### src/gfx_dma_defines.svh
`ifndef GFX_DMA_DEFINES_SVH
`define GFX_DMA_DEFINES_SVH

// register byte addresses
`define OFS_TABLE_BASE 32'h1FA0_0000
`define OFS_BUF_ADDR 32'h1FA0_0004
`define OFS_SETUP_WIDTH 32'h1FA0_0008
`define OFS_GFX_ADDR 32'h1FA0_000C
`define OFS_STRIDE_LINES 32'h1FA0_0010
`define OFS_KICKOFF 32'h1FA0_0100
`define OFS_BURST_LEN 32'h1FA2_0008
`define OFS_GAP_LEN 32'h1FA2_000C
`define OFS_TRIGGER 32'h1FA7_0000
`define OFS_FIRST_ADDR 32'h1FA8_0004
`define OFS_ADDR_MASK 32'h1FA8_0008
`define OFS_SUBSTITUTE 32'h1FA9_000C

// control word of a descriptor (second word)
`define BIT_END_OF_LIST 31
`define BIT_STRIDE_INC 30
`define BIT_LINE_INC 29
`define FLD_GFX_STEP_HI 27
`define FLD_GFX_STEP_LO 16
`define FLD_MODE_HI 13
`define FLD_MODE_LO 12
`define FLD_WIDTH_HI 11
`define FLD_WIDTH_LO 0

// stride word
`define FLD_HOST_STRIDE_HI 27
`define FLD_HOST_STRIDE_LO 16
`define FLD_LINES_HI 15
`define FLD_LINES_LO 0

// table base and trigger fields
`define FLD_TABLE_HI 27
`define BIT_ARM 31
`define FLD_DEST_HI 28
`define BIT_FIRST_VALID 31
`define FLD_FIRST_HI 27

// descriptor layout
`define DESC_WORDS 3'h5
`define DESC_LAST_IDX 3'h4
`define WORD_BYTES 32'h0000_0004

// reset values
`define RST_WORD 32'h0000_0000
`define RST_BYTE 8'h00
`define RST_ADDR29 29'h0000_0000

`endif

### src/gfx_dma_pkg.sv
package gfx_dma_pkg;

   // transfer direction decoded from the mode field
   typedef enum logic [1:0] {
      mode_read_type = 2'b00,
      mode_accum_type = 2'b01,
      mode_write_type = 2'b10,
      mode_rsvd_type = 2'b11
   } xfer_mode_type;

   // channel sequencer, one-hot
   typedef enum logic [3:0] {
      st_idle = 4'b0001,
      st_fetch = 4'b0010,
      st_line = 4'b0100,
      st_gap = 4'b1000
   } dma_state_type;

endpackage : gfx_dma_pkg

### src/graphics_dma_and_triple_transfer.sv
// Our own choice: the APB register port.
`timescale 1ns/1ps
`include "gfx_dma_defines.svh"

//
// How it works
// - descriptor copied into channel registers before data
// - burst length from software only, never from descriptors
// - bursts and gaps sized by 8-bit burst and gap lengths
// - end-of-list flag stops chaining after that descriptor
// - gfx line base steps by gfx stride only if stride enable
// - gfx line increment only if line increment enable
// - gfx stride in bits 27:16 of the control word
// - mode 00 read, 10 write, 01 accumulate
// - scan line byte count from bits 11:0
// - host stride 27:16 added to host address per line
// - lines counted from stride word bits 15:0
// - 32-bit next pointer is the next fetch address
// - table base uses bits 27:0, bits 31:28 ignored
// - DMA starts only in enhanced graphics mode; basic mode does not stop a running chain
// - trigger bit 31 arms or disarms triple transfers
// - trigger bits 28:0 hold gfx destination
// - first-address bit 31 flags a captured start
// - captured start address in bits 27:0
// - mask and substitute registers hold 29 bits each
// - synchronous burst link, one word every two clocks at 25 MHz
// - each link party buffers two words for four-clock round trip
module graphics_dma_and_triple_transfer
   import gfx_dma_pkg::*;
(
   input wire logic pclk,
   input wire logic presetn,
   input wire logic psel,
   input wire logic penable,
   input wire logic pwrite,
   input wire logic [31:0] paddr,
   input wire logic [31:0] pwdata,
   output logic [31:0] prdata,
   output logic pready,
   output logic pslverr,
   input wire logic enhanced_graphics_mode,
   output logic mem_req,
   output logic [31:0] mem_addr,
   input wire logic mem_ack,
   input wire logic [31:0] mem_rdata,
   output logic xfer_valid,
   output logic [31:0] xfer_host_addr,
   output logic [31:0] xfer_gfx_addr,
   output logic [1:0] xfer_mode,
   input wire logic xfer_ready,
   output logic dma_busy,
   input wire logic blk_wr,
   input wire logic [27:0] blk_addr,
   output logic triple_go,
   output logic [27:0] triple_first,
   output logic [27:0] triple_last,
   output logic [28:0] triple_gfx_addr
);

   // ----------------------------------------
   // helpers
   // ----------------------------------------

   // words in a scan line of given byte width
   function automatic logic [9:0] words_of(input logic [11:0] bytes);
      logic [12:0] sum;
      sum = {1'b0, bytes} + 13'h0003;
      return sum[11:2];
   endfunction : words_of

   // masked dest bits replaced by substitute
   function automatic logic [28:0] substitute(input logic [28:0] dest,
                                              input logic [28:0] mask,
                                              input logic [28:0] subs);
      return (dest & ~mask) | (subs & mask);
   endfunction : substitute

   // ----------------------------------------
   // state
   // ----------------------------------------
   logic [31:0] table_base_q;
   logic [31:0] buf_addr_q;
   logic [31:0] ctrl_q;
   logic [31:0] gfx_addr_q;
   logic [31:0] stride_q;
   logic [31:0] next_desc_q;
   logic [31:0] host_ptr_q;
   logic [31:0] host_line_q;
   logic [31:0] gfx_line_q;
   logic [15:0] lines_left_q;
   logic [9:0] words_left_q;
   logic [7:0] burst_len_q;
   logic [7:0] gap_len_q;
   logic [7:0] burst_cnt_q;
   logic [7:0] gap_cnt_q;
   logic [2:0] desc_idx_q;
   dma_state_type state_q;
   logic arm_q;
   logic [28:0] dest_q;
   logic [28:0] mask_q;
   logic [28:0] subs_q;
   logic first_valid_q;
   logic [27:0] first_addr_q;

   logic wr_en;
   logic setup;
   logic kick;
   logic word_done;
   logic line_end;
   logic burst_end;
   logic [11:0] width;
   logic [15:0] line_count;
   logic [31:0] gfx_next_line;
   logic [31:0] rd_d;
   logic hit_d;

   assign setup = psel & ~penable;
   assign wr_en = psel & penable & pready & pwrite;
   assign width = ctrl_q[`FLD_WIDTH_HI:`FLD_WIDTH_LO];
   assign line_count = stride_q[`FLD_LINES_HI:`FLD_LINES_LO];
   // kickoff ignored while busy or in basic mode
   assign kick = wr_en && paddr == `OFS_KICKOFF && state_q == st_idle
                 && enhanced_graphics_mode;
   assign word_done = state_q == st_line && xfer_valid && xfer_ready;
   assign line_end = word_done && words_left_q == 10'h001;
   // burst length zero means no limit
   assign burst_end = burst_len_q != `RST_BYTE && burst_cnt_q == burst_len_q - 8'h01;

   // next gfx line base, each step gated
   always_comb begin
      gfx_next_line = gfx_line_q;
      if (ctrl_q[`BIT_STRIDE_INC]) begin
         gfx_next_line = gfx_next_line
            + {20'h00000, ctrl_q[`FLD_GFX_STEP_HI:`FLD_GFX_STEP_LO]};
      end
      if (ctrl_q[`BIT_LINE_INC]) begin
         gfx_next_line = gfx_next_line + {20'h00000, width};
      end
   end

   // ----------------------------------------
   // apb read decode
   // ----------------------------------------
   always_comb begin
      rd_d = `RST_WORD;
      hit_d = 1'b1;
      if (paddr == `OFS_TABLE_BASE) begin
         rd_d = table_base_q;
      end else if (paddr == `OFS_BUF_ADDR) begin
         rd_d = ctrl_q;
      end else if (paddr == `OFS_SETUP_WIDTH) begin
         rd_d = {16'h0000, ctrl_q[15:0]};
      end else if (paddr == `OFS_GFX_ADDR) begin
         rd_d = gfx_addr_q;
      end else if (paddr == `OFS_STRIDE_LINES) begin
         rd_d = {stride_q[31:16], lines_left_q};
      end else if (paddr == `OFS_KICKOFF) begin
         rd_d = `RST_WORD; // reads zero
      end else if (paddr == `OFS_BURST_LEN) begin
         rd_d = {24'h000000, burst_len_q};
      end else if (paddr == `OFS_GAP_LEN) begin
         rd_d = {24'h000000, gap_len_q};
      end else if (paddr == `OFS_TRIGGER) begin
         rd_d = {arm_q, 2'b00, dest_q};
      end else if (paddr == `OFS_FIRST_ADDR) begin
         rd_d = {first_valid_q, 3'b000, first_addr_q};
      end else if (paddr == `OFS_ADDR_MASK) begin
         rd_d = {3'b000, mask_q};
      end else if (paddr == `OFS_SUBSTITUTE) begin
         rd_d = {3'b000, subs_q};
      end else begin
         hit_d = 1'b0;
      end
   end

   // apb answer: ready each access phase, data from setup
   always_ff @(posedge pclk or negedge presetn) begin
      if (!presetn) begin
         pready <= 1'b0;
         pslverr <= 1'b0;
         prdata <= `RST_WORD;
      end else begin
         pready <= setup;
         pslverr <= setup & ~hit_d;
         prdata <= (setup && !pwrite) ? rd_d : `RST_WORD;
      end
   end

   // ----------------------------------------
   // software-loaded settings
   // ----------------------------------------

   // burst and gap static across the chain
   always_ff @(posedge pclk or negedge presetn) begin
      if (!presetn) begin
         table_base_q <= `RST_WORD;
         burst_len_q <= `RST_BYTE;
         gap_len_q <= `RST_BYTE;
         mask_q <= `RST_ADDR29;
         subs_q <= `RST_ADDR29;
      end else if (wr_en) begin
         if (paddr == `OFS_TABLE_BASE) begin
            table_base_q <= pwdata; // top bits unused
         end else if (paddr == `OFS_BURST_LEN) begin
            burst_len_q <= pwdata[7:0];
         end else if (paddr == `OFS_GAP_LEN) begin
            gap_len_q <= pwdata[7:0];
         end else if (paddr == `OFS_ADDR_MASK) begin
            mask_q <= pwdata[`FLD_DEST_HI:0];
         end else if (paddr == `OFS_SUBSTITUTE) begin
            subs_q <= pwdata[`FLD_DEST_HI:0];
         end
      end
   end

   // ----------------------------------------
   // descriptor chaining sequencer
   // ----------------------------------------
   always_ff @(posedge pclk or negedge presetn) begin
      if (!presetn) begin
         state_q <= st_idle;
         desc_idx_q <= 3'h0;
         mem_req <= 1'b0;
         mem_addr <= `RST_WORD;
         dma_busy <= 1'b0;
      end else begin
         case (state_q)
            st_idle: begin
               if (kick) begin
                  state_q <= st_fetch;
                  desc_idx_q <= 3'h0;
                  mem_req <= 1'b1;
                  mem_addr <= {4'h0, table_base_q[`FLD_TABLE_HI:0]};
                  dma_busy <= 1'b1;
               end
            end
            st_fetch: begin
               if (mem_ack) begin
                  if (desc_idx_q == `DESC_LAST_IDX) begin
                     mem_req <= 1'b0;
                     state_q <= st_line; // data after copy
                  end else begin
                     desc_idx_q <= desc_idx_q + 3'h1;
                     mem_addr <= mem_addr + `WORD_BYTES;
                  end
               end
            end
            st_line: begin
               // empty descriptors skip to the chain decision
               if (lines_left_q == 16'h0000 || width == 12'h000
                   || (line_end && lines_left_q == 16'h0001)) begin
                  if (ctrl_q[`BIT_END_OF_LIST]) begin
                     state_q <= st_idle;
                     dma_busy <= 1'b0;
                  end else begin
                     state_q <= st_fetch;
                     desc_idx_q <= 3'h0;
                     mem_req <= 1'b1;
                     mem_addr <= next_desc_q;
                  end
               end else if (word_done && burst_end && gap_len_q != `RST_BYTE) begin
                  state_q <= st_gap;
               end
            end
            st_gap: begin
               if (gap_cnt_q == 8'h01) begin
                  state_q <= st_line;
               end
            end
            default: begin
               state_q <= st_idle;
            end
         endcase
      end
   end

   // channel registers filled from memory
   always_ff @(posedge pclk or negedge presetn) begin
      if (!presetn) begin
         buf_addr_q <= `RST_WORD;
         ctrl_q <= `RST_WORD;
         stride_q <= `RST_WORD;
         next_desc_q <= `RST_WORD;
      end else if (state_q == st_fetch && mem_ack) begin
         case (desc_idx_q)
            3'h0: buf_addr_q <= mem_rdata;
            3'h1: ctrl_q <= mem_rdata;
            3'h3: stride_q <= mem_rdata;
            3'h4: next_desc_q <= mem_rdata;
            default: begin
            end
         endcase
      end
   end

   // ----------------------------------------
   // word stream toward the graphics link
   // ----------------------------------------

   // far side buffers two words
   // but each request still drops for a cycle after its word is taken
   always_ff @(posedge pclk or negedge presetn) begin
      if (!presetn) begin
         host_ptr_q <= `RST_WORD;
         host_line_q <= `RST_WORD;
         gfx_line_q <= `RST_WORD;
         gfx_addr_q <= `RST_WORD;
         lines_left_q <= 16'h0000;
         words_left_q <= 10'h000;
         burst_cnt_q <= `RST_BYTE;
         gap_cnt_q <= `RST_BYTE;
      end else if (state_q == st_fetch && mem_ack) begin
         if (desc_idx_q == 3'h0) begin
            host_ptr_q <= mem_rdata;
            host_line_q <= mem_rdata;
         end else if (desc_idx_q == 3'h2) begin
            gfx_addr_q <= mem_rdata;
            gfx_line_q <= mem_rdata;
         end else if (desc_idx_q == 3'h3) begin
            lines_left_q <= mem_rdata[`FLD_LINES_HI:`FLD_LINES_LO];
         end else if (desc_idx_q == `DESC_LAST_IDX) begin
            words_left_q <= words_of(width);
            burst_cnt_q <= `RST_BYTE;
         end
      end else if (state_q == st_gap) begin
         gap_cnt_q <= gap_cnt_q - 8'h01;
         burst_cnt_q <= `RST_BYTE;
      end else if (word_done) begin
         burst_cnt_q <= burst_end ? `RST_BYTE : burst_cnt_q + 8'h01;
         gap_cnt_q <= gap_len_q;
         if (line_end) begin
            lines_left_q <= lines_left_q - 16'h0001;
            words_left_q <= words_of(width);
            host_line_q <= host_line_q
               + {20'h00000, stride_q[`FLD_HOST_STRIDE_HI:`FLD_HOST_STRIDE_LO]};
            host_ptr_q <= host_line_q
               + {20'h00000, stride_q[`FLD_HOST_STRIDE_HI:`FLD_HOST_STRIDE_LO]};
            gfx_line_q <= gfx_next_line;
            gfx_addr_q <= gfx_next_line;
         end else begin
            words_left_q <= words_left_q - 10'h001;
            host_ptr_q <= host_ptr_q + `WORD_BYTES;
            gfx_addr_q <= gfx_addr_q + `WORD_BYTES;
         end
      end
   end

   // request from flops; low in gaps and line ends
   always_ff @(posedge pclk or negedge presetn) begin
      if (!presetn) begin
         xfer_valid <= 1'b0;
         xfer_host_addr <= `RST_WORD;
         xfer_gfx_addr <= `RST_WORD;
         xfer_mode <= 2'b00;
      end else begin
         xfer_mode <= ctrl_q[`FLD_MODE_HI:`FLD_MODE_LO];
         xfer_host_addr <= word_done ? xfer_host_addr : host_ptr_q;
         xfer_gfx_addr <= word_done ? xfer_gfx_addr : gfx_addr_q;
         if (word_done) begin
            xfer_valid <= 1'b0;
         end else begin
            xfer_valid <= state_q == st_line && lines_left_q != 16'h0000
                          && width != 12'h000
                          && xfer_mode_type'(ctrl_q[`FLD_MODE_HI:`FLD_MODE_LO])
                             != mode_rsvd_type;
         end
      end
   end

   // ----------------------------------------
   // triple transfer
   // ----------------------------------------

   // capture wins over a same-cycle trigger write
   always_ff @(posedge pclk or negedge presetn) begin
      if (!presetn) begin
         arm_q <= 1'b0;
         dest_q <= `RST_ADDR29;
         first_valid_q <= 1'b0;
         first_addr_q <= 28'h000_0000;
         triple_go <= 1'b0;
         triple_first <= 28'h000_0000;
         triple_last <= 28'h000_0000;
         triple_gfx_addr <= `RST_ADDR29;
      end else begin
         triple_go <= 1'b0;
         if (wr_en && paddr == `OFS_TRIGGER) begin
            arm_q <= pwdata[`BIT_ARM];
            dest_q <= pwdata[`FLD_DEST_HI:0];
            first_valid_q <= 1'b0;
         end
         if (arm_q && blk_wr) begin
            if (!first_valid_q) begin
               first_valid_q <= 1'b1;
               first_addr_q <= blk_addr;
            end else begin
               // end-word write-back closes it
               triple_go <= 1'b1;
               triple_first <= first_addr_q;
               triple_last <= blk_addr;
               triple_gfx_addr <= substitute(dest_q, mask_q, subs_q);
               arm_q <= 1'b0;
            end
         end
      end
   end

endmodule : graphics_dma_and_triple_transfer

### config.mk
export PLATFORM = sky130hd
export DESIGN_NAME = graphics_dma_and_triple_transfer
export DESIGN_NICKNAME = d
export VERILOG_FILES = /design/src/gfx_dma_pkg.sv /design/src/graphics_dma_and_triple_transfer.sv
export VERILOG_INCLUDE_DIRS = /design/src
export SDC_FILE = /design/constraint.sdc
export NUM_CORES = 2
export LEC_CHECK = 0
export BUFFER_PORTS_ARGS = -buffer_cell sky130_fd_sc_hd__buf_2
export CAP_MARGIN = 20
export CORE_AREA = 2 2 276 278
export DETAILED_ROUTE_END_ITERATION = 12
export DIE_AREA = 0 0 278 280
export GPL_TIMING_DRIVEN = 0
export HOLD_SLACK_MARGIN = 0.03
export SYNTH_ARGS = -nofsm -noshare
export SYNTH_HDL_FRONTEND = slang
export SYNTH_SLANG_ARGS = --single-unit
### constraint.sdc
create_clock -name pclk -period 6.18 [get_ports pclk]
set_input_delay 0.309 -clock pclk [delete_from_list [all_inputs] [get_ports pclk]]
set_output_delay 0.309 -clock pclk [all_outputs]
set_load 0.01 [all_outputs]
# == After elaboration in Yosys (flattened, before gate mapping) ==
# Index checks and enable logic that the tools add are counted.
# classes
n_addsub,13
eq_ne,42
muxes,109
bitwise_logic,17
n_reduce_logical,55
# op_table
cell,n
$mux W32,37
$eq A32 B29 Y1 const B,12
$mux W16,7
$add A32 B12 Y32,3
$add A32 B3 Y32 const B,3
$pmux W32 S3,1
$mux W10,8
$mux W8,10
$and A29 B29 Y29,2
$mux W29,2
$reduce_and A6 Y1,5
$not A29 Y29,1
$or A29 B29 Y29,1
$mux W1,28
$ne A2 B2 Y1 const B,13
$mux W4,6
$reduce_and A5 Y1,4
$logic_and A1 B1 Y1,17
$eq A16 B1 Y1 const B,1
$logic_not A16 Y1,1
$pmux W4 S4,1
$reduce_and A4 Y1,4
$reduce_bool A16 Y1,1
$reduce_bool A8 Y1,2
other kinds (34),66
# word_totals
register_bits,659
input_bits,133
output_inout_bits,221
wordCells,272

# == Longest topological paths before layout ==
# depth
depth_word,15
mapped_depth,18
mapped_depth_nobuf,18

# == Worst setup path after synthesis ==
# No wires, ideal clock.
# synth_path
path_type,reg-to-reg
from,register ctrl_q[16]
to,register gfx_addr_q[29]
setup_time_ns,0.127
arrival_time_ns,3.994
required_time_ns,6.053
slack_ns,2.059
stages_incl_launch_ff,17
path_buffers,0
synth_period_minus_slack_ns,4.121
path_cell_list,dfrtp_1 ha_1 fa_1 a211oi_1 o21a_1 o21ai_0 xor2_1 mux2_2 ha_1 nand3_1 o31ai_1 a21oi_1 and2b_1 nand2_1 or4_1 a31oi_1 nor3_1
# synth_via
elab_chain_cells,8
# synth_lines
item,line_no,rtl
from (decl),graphics_dma_and_triple_transfer.sv:83,logic [31:0] ctrl_q;
from (signal assigned),graphics_dma_and_triple_transfer.sv:281,ctrl_q <= `RST_WORD;
from (signal assigned),graphics_dma_and_triple_transfer.sv:287,3'h1: ctrl_q <= mem_rdata;
$add A32 B12 Y32 *,graphics_dma_and_triple_transfer.sv:133,gfx_next_line = gfx_next_line
$mux W32 *,graphics_dma_and_triple_transfer.sv:132,if (ctrl_q[`BIT_STRIDE_INC]) begin
$add A32 B12 Y32,graphics_dma_and_triple_transfer.sv:137,"gfx_next_line = gfx_next_line + {20'h00000, width};"
$mux W32 *,graphics_dma_and_triple_transfer.sv:136,if (ctrl_q[`BIT_LINE_INC]) begin
$mux W32 *,graphics_dma_and_triple_transfer.sv:331,if (line_end) begin
$mux W32 *,graphics_dma_and_triple_transfer.sv:328,end else if (word_done) begin
$mux W32 *,graphics_dma_and_triple_transfer.sv:325,end else if (state_q == st_gap) begin
$mux W32 *,graphics_dma_and_triple_transfer.sv:312,end else if (state_q == st_fetch && mem_ack) begin
to (signal assigned),graphics_dma_and_triple_transfer.sv:317,gfx_addr_q <= mem_rdata;
to (signal assigned),graphics_dma_and_triple_transfer.sv:339,gfx_addr_q <= gfx_next_line;
to (signal assigned),graphics_dma_and_triple_transfer.sv:343,gfx_addr_q <= gfx_addr_q + `WORD_BYTES;
to (decl),graphics_dma_and_triple_transfer.sv:84,logic [31:0] gfx_addr_q;
# Every way passes the cells marked *; elsewhere a longest branch is shown, timed or not. The select of a mux whose other input is x is not followed.
# A chain may end at the register's enable or synchronous reset.

# == Worst setup path in the final report ==
# layout_path
from,register ctrl_q[16]
to,register gfx_addr_q[26]
# Same word-level chain as after synthesis.

==> summary.txt <==
PortBufs -> 353
largest fanout on the critical path -> 6
ANT nets after route -> 0
Initial Util -> 0.446
Root Buffer -> clkbuf_16
top cells by area, synth -> dfrtp_1, mux2_2, nand2_1
Setup CP Type -> flop to flop
DR DRC count -> 0
syn_area_per_cell -> 9.56 um2
post-CTS resize count -> 0
Critical Path Sink Type -> flop
clk buf depth -> 3
CTS Hold Buffers Added -> 60
Synth cell types -> 102
Tightest Pin Transition -> 1.14 ns
status -> finished clean
Worst Hold Launch -> mem_rdata[3]
# clock sinks -> 643
Layout area overhead -> 19.1%
layout cell share with drive strength beyond 1 -> 0.202
crit share post-route -> 0.860
post-CTS setup buffers -> 0
global-route usage over all layers -> 0.347
Post-Syn Area -> 33,500 um2
cell with the most instances after synthesis -> nand2_1
Die Span X -> 278 um
r2r setup slk -> 0.87 ns
RR Startpoint -> ctrl_q[16]$_DFFE_PN0P_
antenna violations before repair -> 13
largest net degree at the start of global routing -> 113
GRT overflow -> 0
WHS Path Cells -> 3
max cap viols -> 0
Worst Hold Class -> primary input to flop
setup ws final -> 0.865 ns
crit path DAT -> 5.78 ns
pwr dens -> 230 nW/um2
Place WS -> 0.997 ns
Placer Congestion -> 0.977
vias in the first global route -> 29.2k
Hold Fails Final Rpt -> 0
drt pass-1 iters -> 6
Syn. warnings -> 0
row count -> 101
Worst slew margin -> 0.240
Reg clk slew, reported paths -> 0.06 ns
final setup fails -> 0
CTS buffer count -> 74
CP Launch Type -> flop
RR Endpoint -> gfx_addr_q[26]$_DFFE_PN0P_
H-tree depth -> 3
Layout Utilization -> 0.531
Final min period -> 5.31 ns
die height -> 280 um
WHS -> 0.0496 ns
Post-synth ARST share -> 1.00
Hold EP -> host_line_q[3]$_DFFE_PN0P_
Layout Skew -> 0.0352 ns
Peak supply drop -> 0.000217 V
top-area cell type share of the netlist area -> 0.479
hpwl dp -> 103,000 um
via count -> 31.2k
first-pass GRT wire length -> 200,000 um
CTS tree -> done
1st-iter DRT viols -> 3,682
# nets final -> 4,193
# IOs -> 354
# fillers -> 6,942
synth cell count leaders -> nand2_1, dfrtp_1, nor2_1, mux2_2, o21ai_0
wire per inst -> 27.2 um
DR vias/cell -> 6.19
leakage -> 19.0 nW
Worst-Skew Late Latency -> 0.65 ns
Post-Place Cells -> 4,845
area leader, netlist -> dfrtp_1
Final Routed Wirelength -> 137,000 um
Slew Limit Fails -> 0
core area -> 75,200 um2
Most used DFF post-synth -> dfrtp_1
unrepaired setup endpoints after global routing -> no
post-route insts no fill -> 5,043
FF-to-FF path depth -> 15
syn nets -> 3,696
die area -> 77,800 um2
CP Data Required Time -> 6.65 ns
synthesized netlist cell count -> 3,507
number of flops mapped to enable cells by yosys -> 0
Seq/Total Area, Yosys -> 0.480
Synth Register Bits -> 643
Fmax -> 188 MHz
[area by class of cell]
class | count | area [um2] | share of cell area
buffer | 208 | 852 | 0.0213
clock inverter | 31 | 479 | 0.0120
multi-input combinational | 2618 | 16400 | 0.412
sequential | 643 | 16100 | 0.403
timing repair buffer | 421 | 2560 | 0.0641
tap | 978 | 1220 | 0.0307
clock buffer | 105 | 2140 | 0.0536
inverter | 38 | 143 | 0.00357
antenna | 1 | 2.50 | 0.0000627
[through the flow]
stage               area (um2)  TNS [ns]  power, W
global placement         36500  -5882.19   0.00451
detailed placement       36700         0   0.00452
CTS                      39900         0   0.00924
floorplan                33500         0   0.00430
finish                   39900         0   0.00919
global route             39900         0   0.00942
[critical path, stage by stage, from the launching register on]
cell,delay (ns)
dfrtp_1,0.41
ha_1,0.26
fa_1,0.44
a211oi_1,0.38
o21a_1,0.30
o21ai_0,0.16
xor2_1,0.19
mux2_2,0.32
ha_1,0.36
nand2_1,0.10
a2111oi_0,0.71
or2_2,0.27
nand3_1,0.18
or4_1,0.57
a31oi_1,0.35
a211oi_1,0.13
[cell usage in the layout (no fill, tap or decap), drive strengths merged, types with 23 or more instances in the layout]
cell	instances
nand3	84
nor3	60
mux2i	43
a221oi	27
ha	53
nand2	664
buf	411
o21ai	232
nand4	40
a22oi	23
mux2	253
o22ai	32
and3	49
inv	38
a21o	26
a21oi	205
a222oi	49
a31oi	53
nor2	256
clkbuf	262
xnor2	56
dfrtp	642
xor2	38
dlygate4sd3	60
[per-layer routing]
layer	global-route usage	vias to the layer above	share of wire
met3	0.0808	336	0.10
met4	0.156	12	0.049
met1	0.483	15455	0.42
met2	0.515	1705	0.43
met5	0	-	0.00048
li1	-	13725	-
[power by group]
| group | switching (W) | internal [W] | total (W) | leakage [nW] |
|---|---|---|---|---|
| Combinational | 0.000195 | 0.0000724 | 0.000268 | 8.82 |
| Sequential | 0.000000294 | 0.00421 | 0.00421 | 8.90 |
| Clock | 0.00197 | 0.00274 | 0.00471 | 1.26 |
| Total | 0.00216 | 0.00703 | 0.00919 | 19.0 |
[kinds of logic (layout without fill, tap and decap cells)]
| logic type | after synthesis | count (layout) | share of synthesized area |
|---|---|---|---|
| simple gates | 1314 | 1314 | 0.177 |
| compound gates | 858 | 858 | 0.168 |
| flops | 643 | 643 | 0.480 |
| mux | 296 | 296 | 0.0978 |
| buf+inv | 246 | 803 | 0.0297 |
| xor+xnor | 94 | 94 | 0.0251 |
| fa+ha+maj | 56 | 56 | 0.0216 |
| other cells | 0 | 1 | 0 |
[sequential cells by signal, summed over array words and instances (netlist names), 29 cells and up]
register / count
xfer_gfx_addr: 32
subs_q: 29
gfx_line_q: 32
host_line_q: 32
dest_q: 29
prdata: 32
mem_addr: 32
table_base_q: 32
gfx_addr_q: 32
next_desc_q: 32
triple_gfx_addr: 29
mask_q: 29
ctrl_q: 32
host_ptr_q: 32
xfer_host_addr: 32
[how the worst max path moves through the flow]
| stage | start | end | slack [ns] | cells past startpoint |
|---|---|---|---|---|
| 2_1_floorplan | ctrl_q[16]$_DFFE_PN0P_ | gfx_addr_q[29]$_DFFE_PN0P_ | 2.06 | 16 |
| 3_3_place_gp | presetn | xfer_host_addr[19]$_DFFE_PN0N_ | -9.28 | 1 |
| 3_5_place_dp | ctrl_q[16]$_DFFE_PN0P_ | gfx_addr_q[26]$_DFFE_PN0P_ | 1.0 | 15 |
| 5_1_grt | ctrl_q[30]$_DFFE_PN0P_ | gfx_addr_q[26]$_DFFE_PN0P_ | 0.58 | 16 |
| 4_1_cts | ctrl_q[16]$_DFFE_PN0P_ | gfx_addr_q[26]$_DFFE_PN0P_ | 0.92 | 15 |
| 6_report | ctrl_q[16]$_DFFE_PN0P_ | gfx_addr_q[26]$_DFFE_PN0P_ | 0.87 | 15 |
Power figures use the tool's default switching activity.
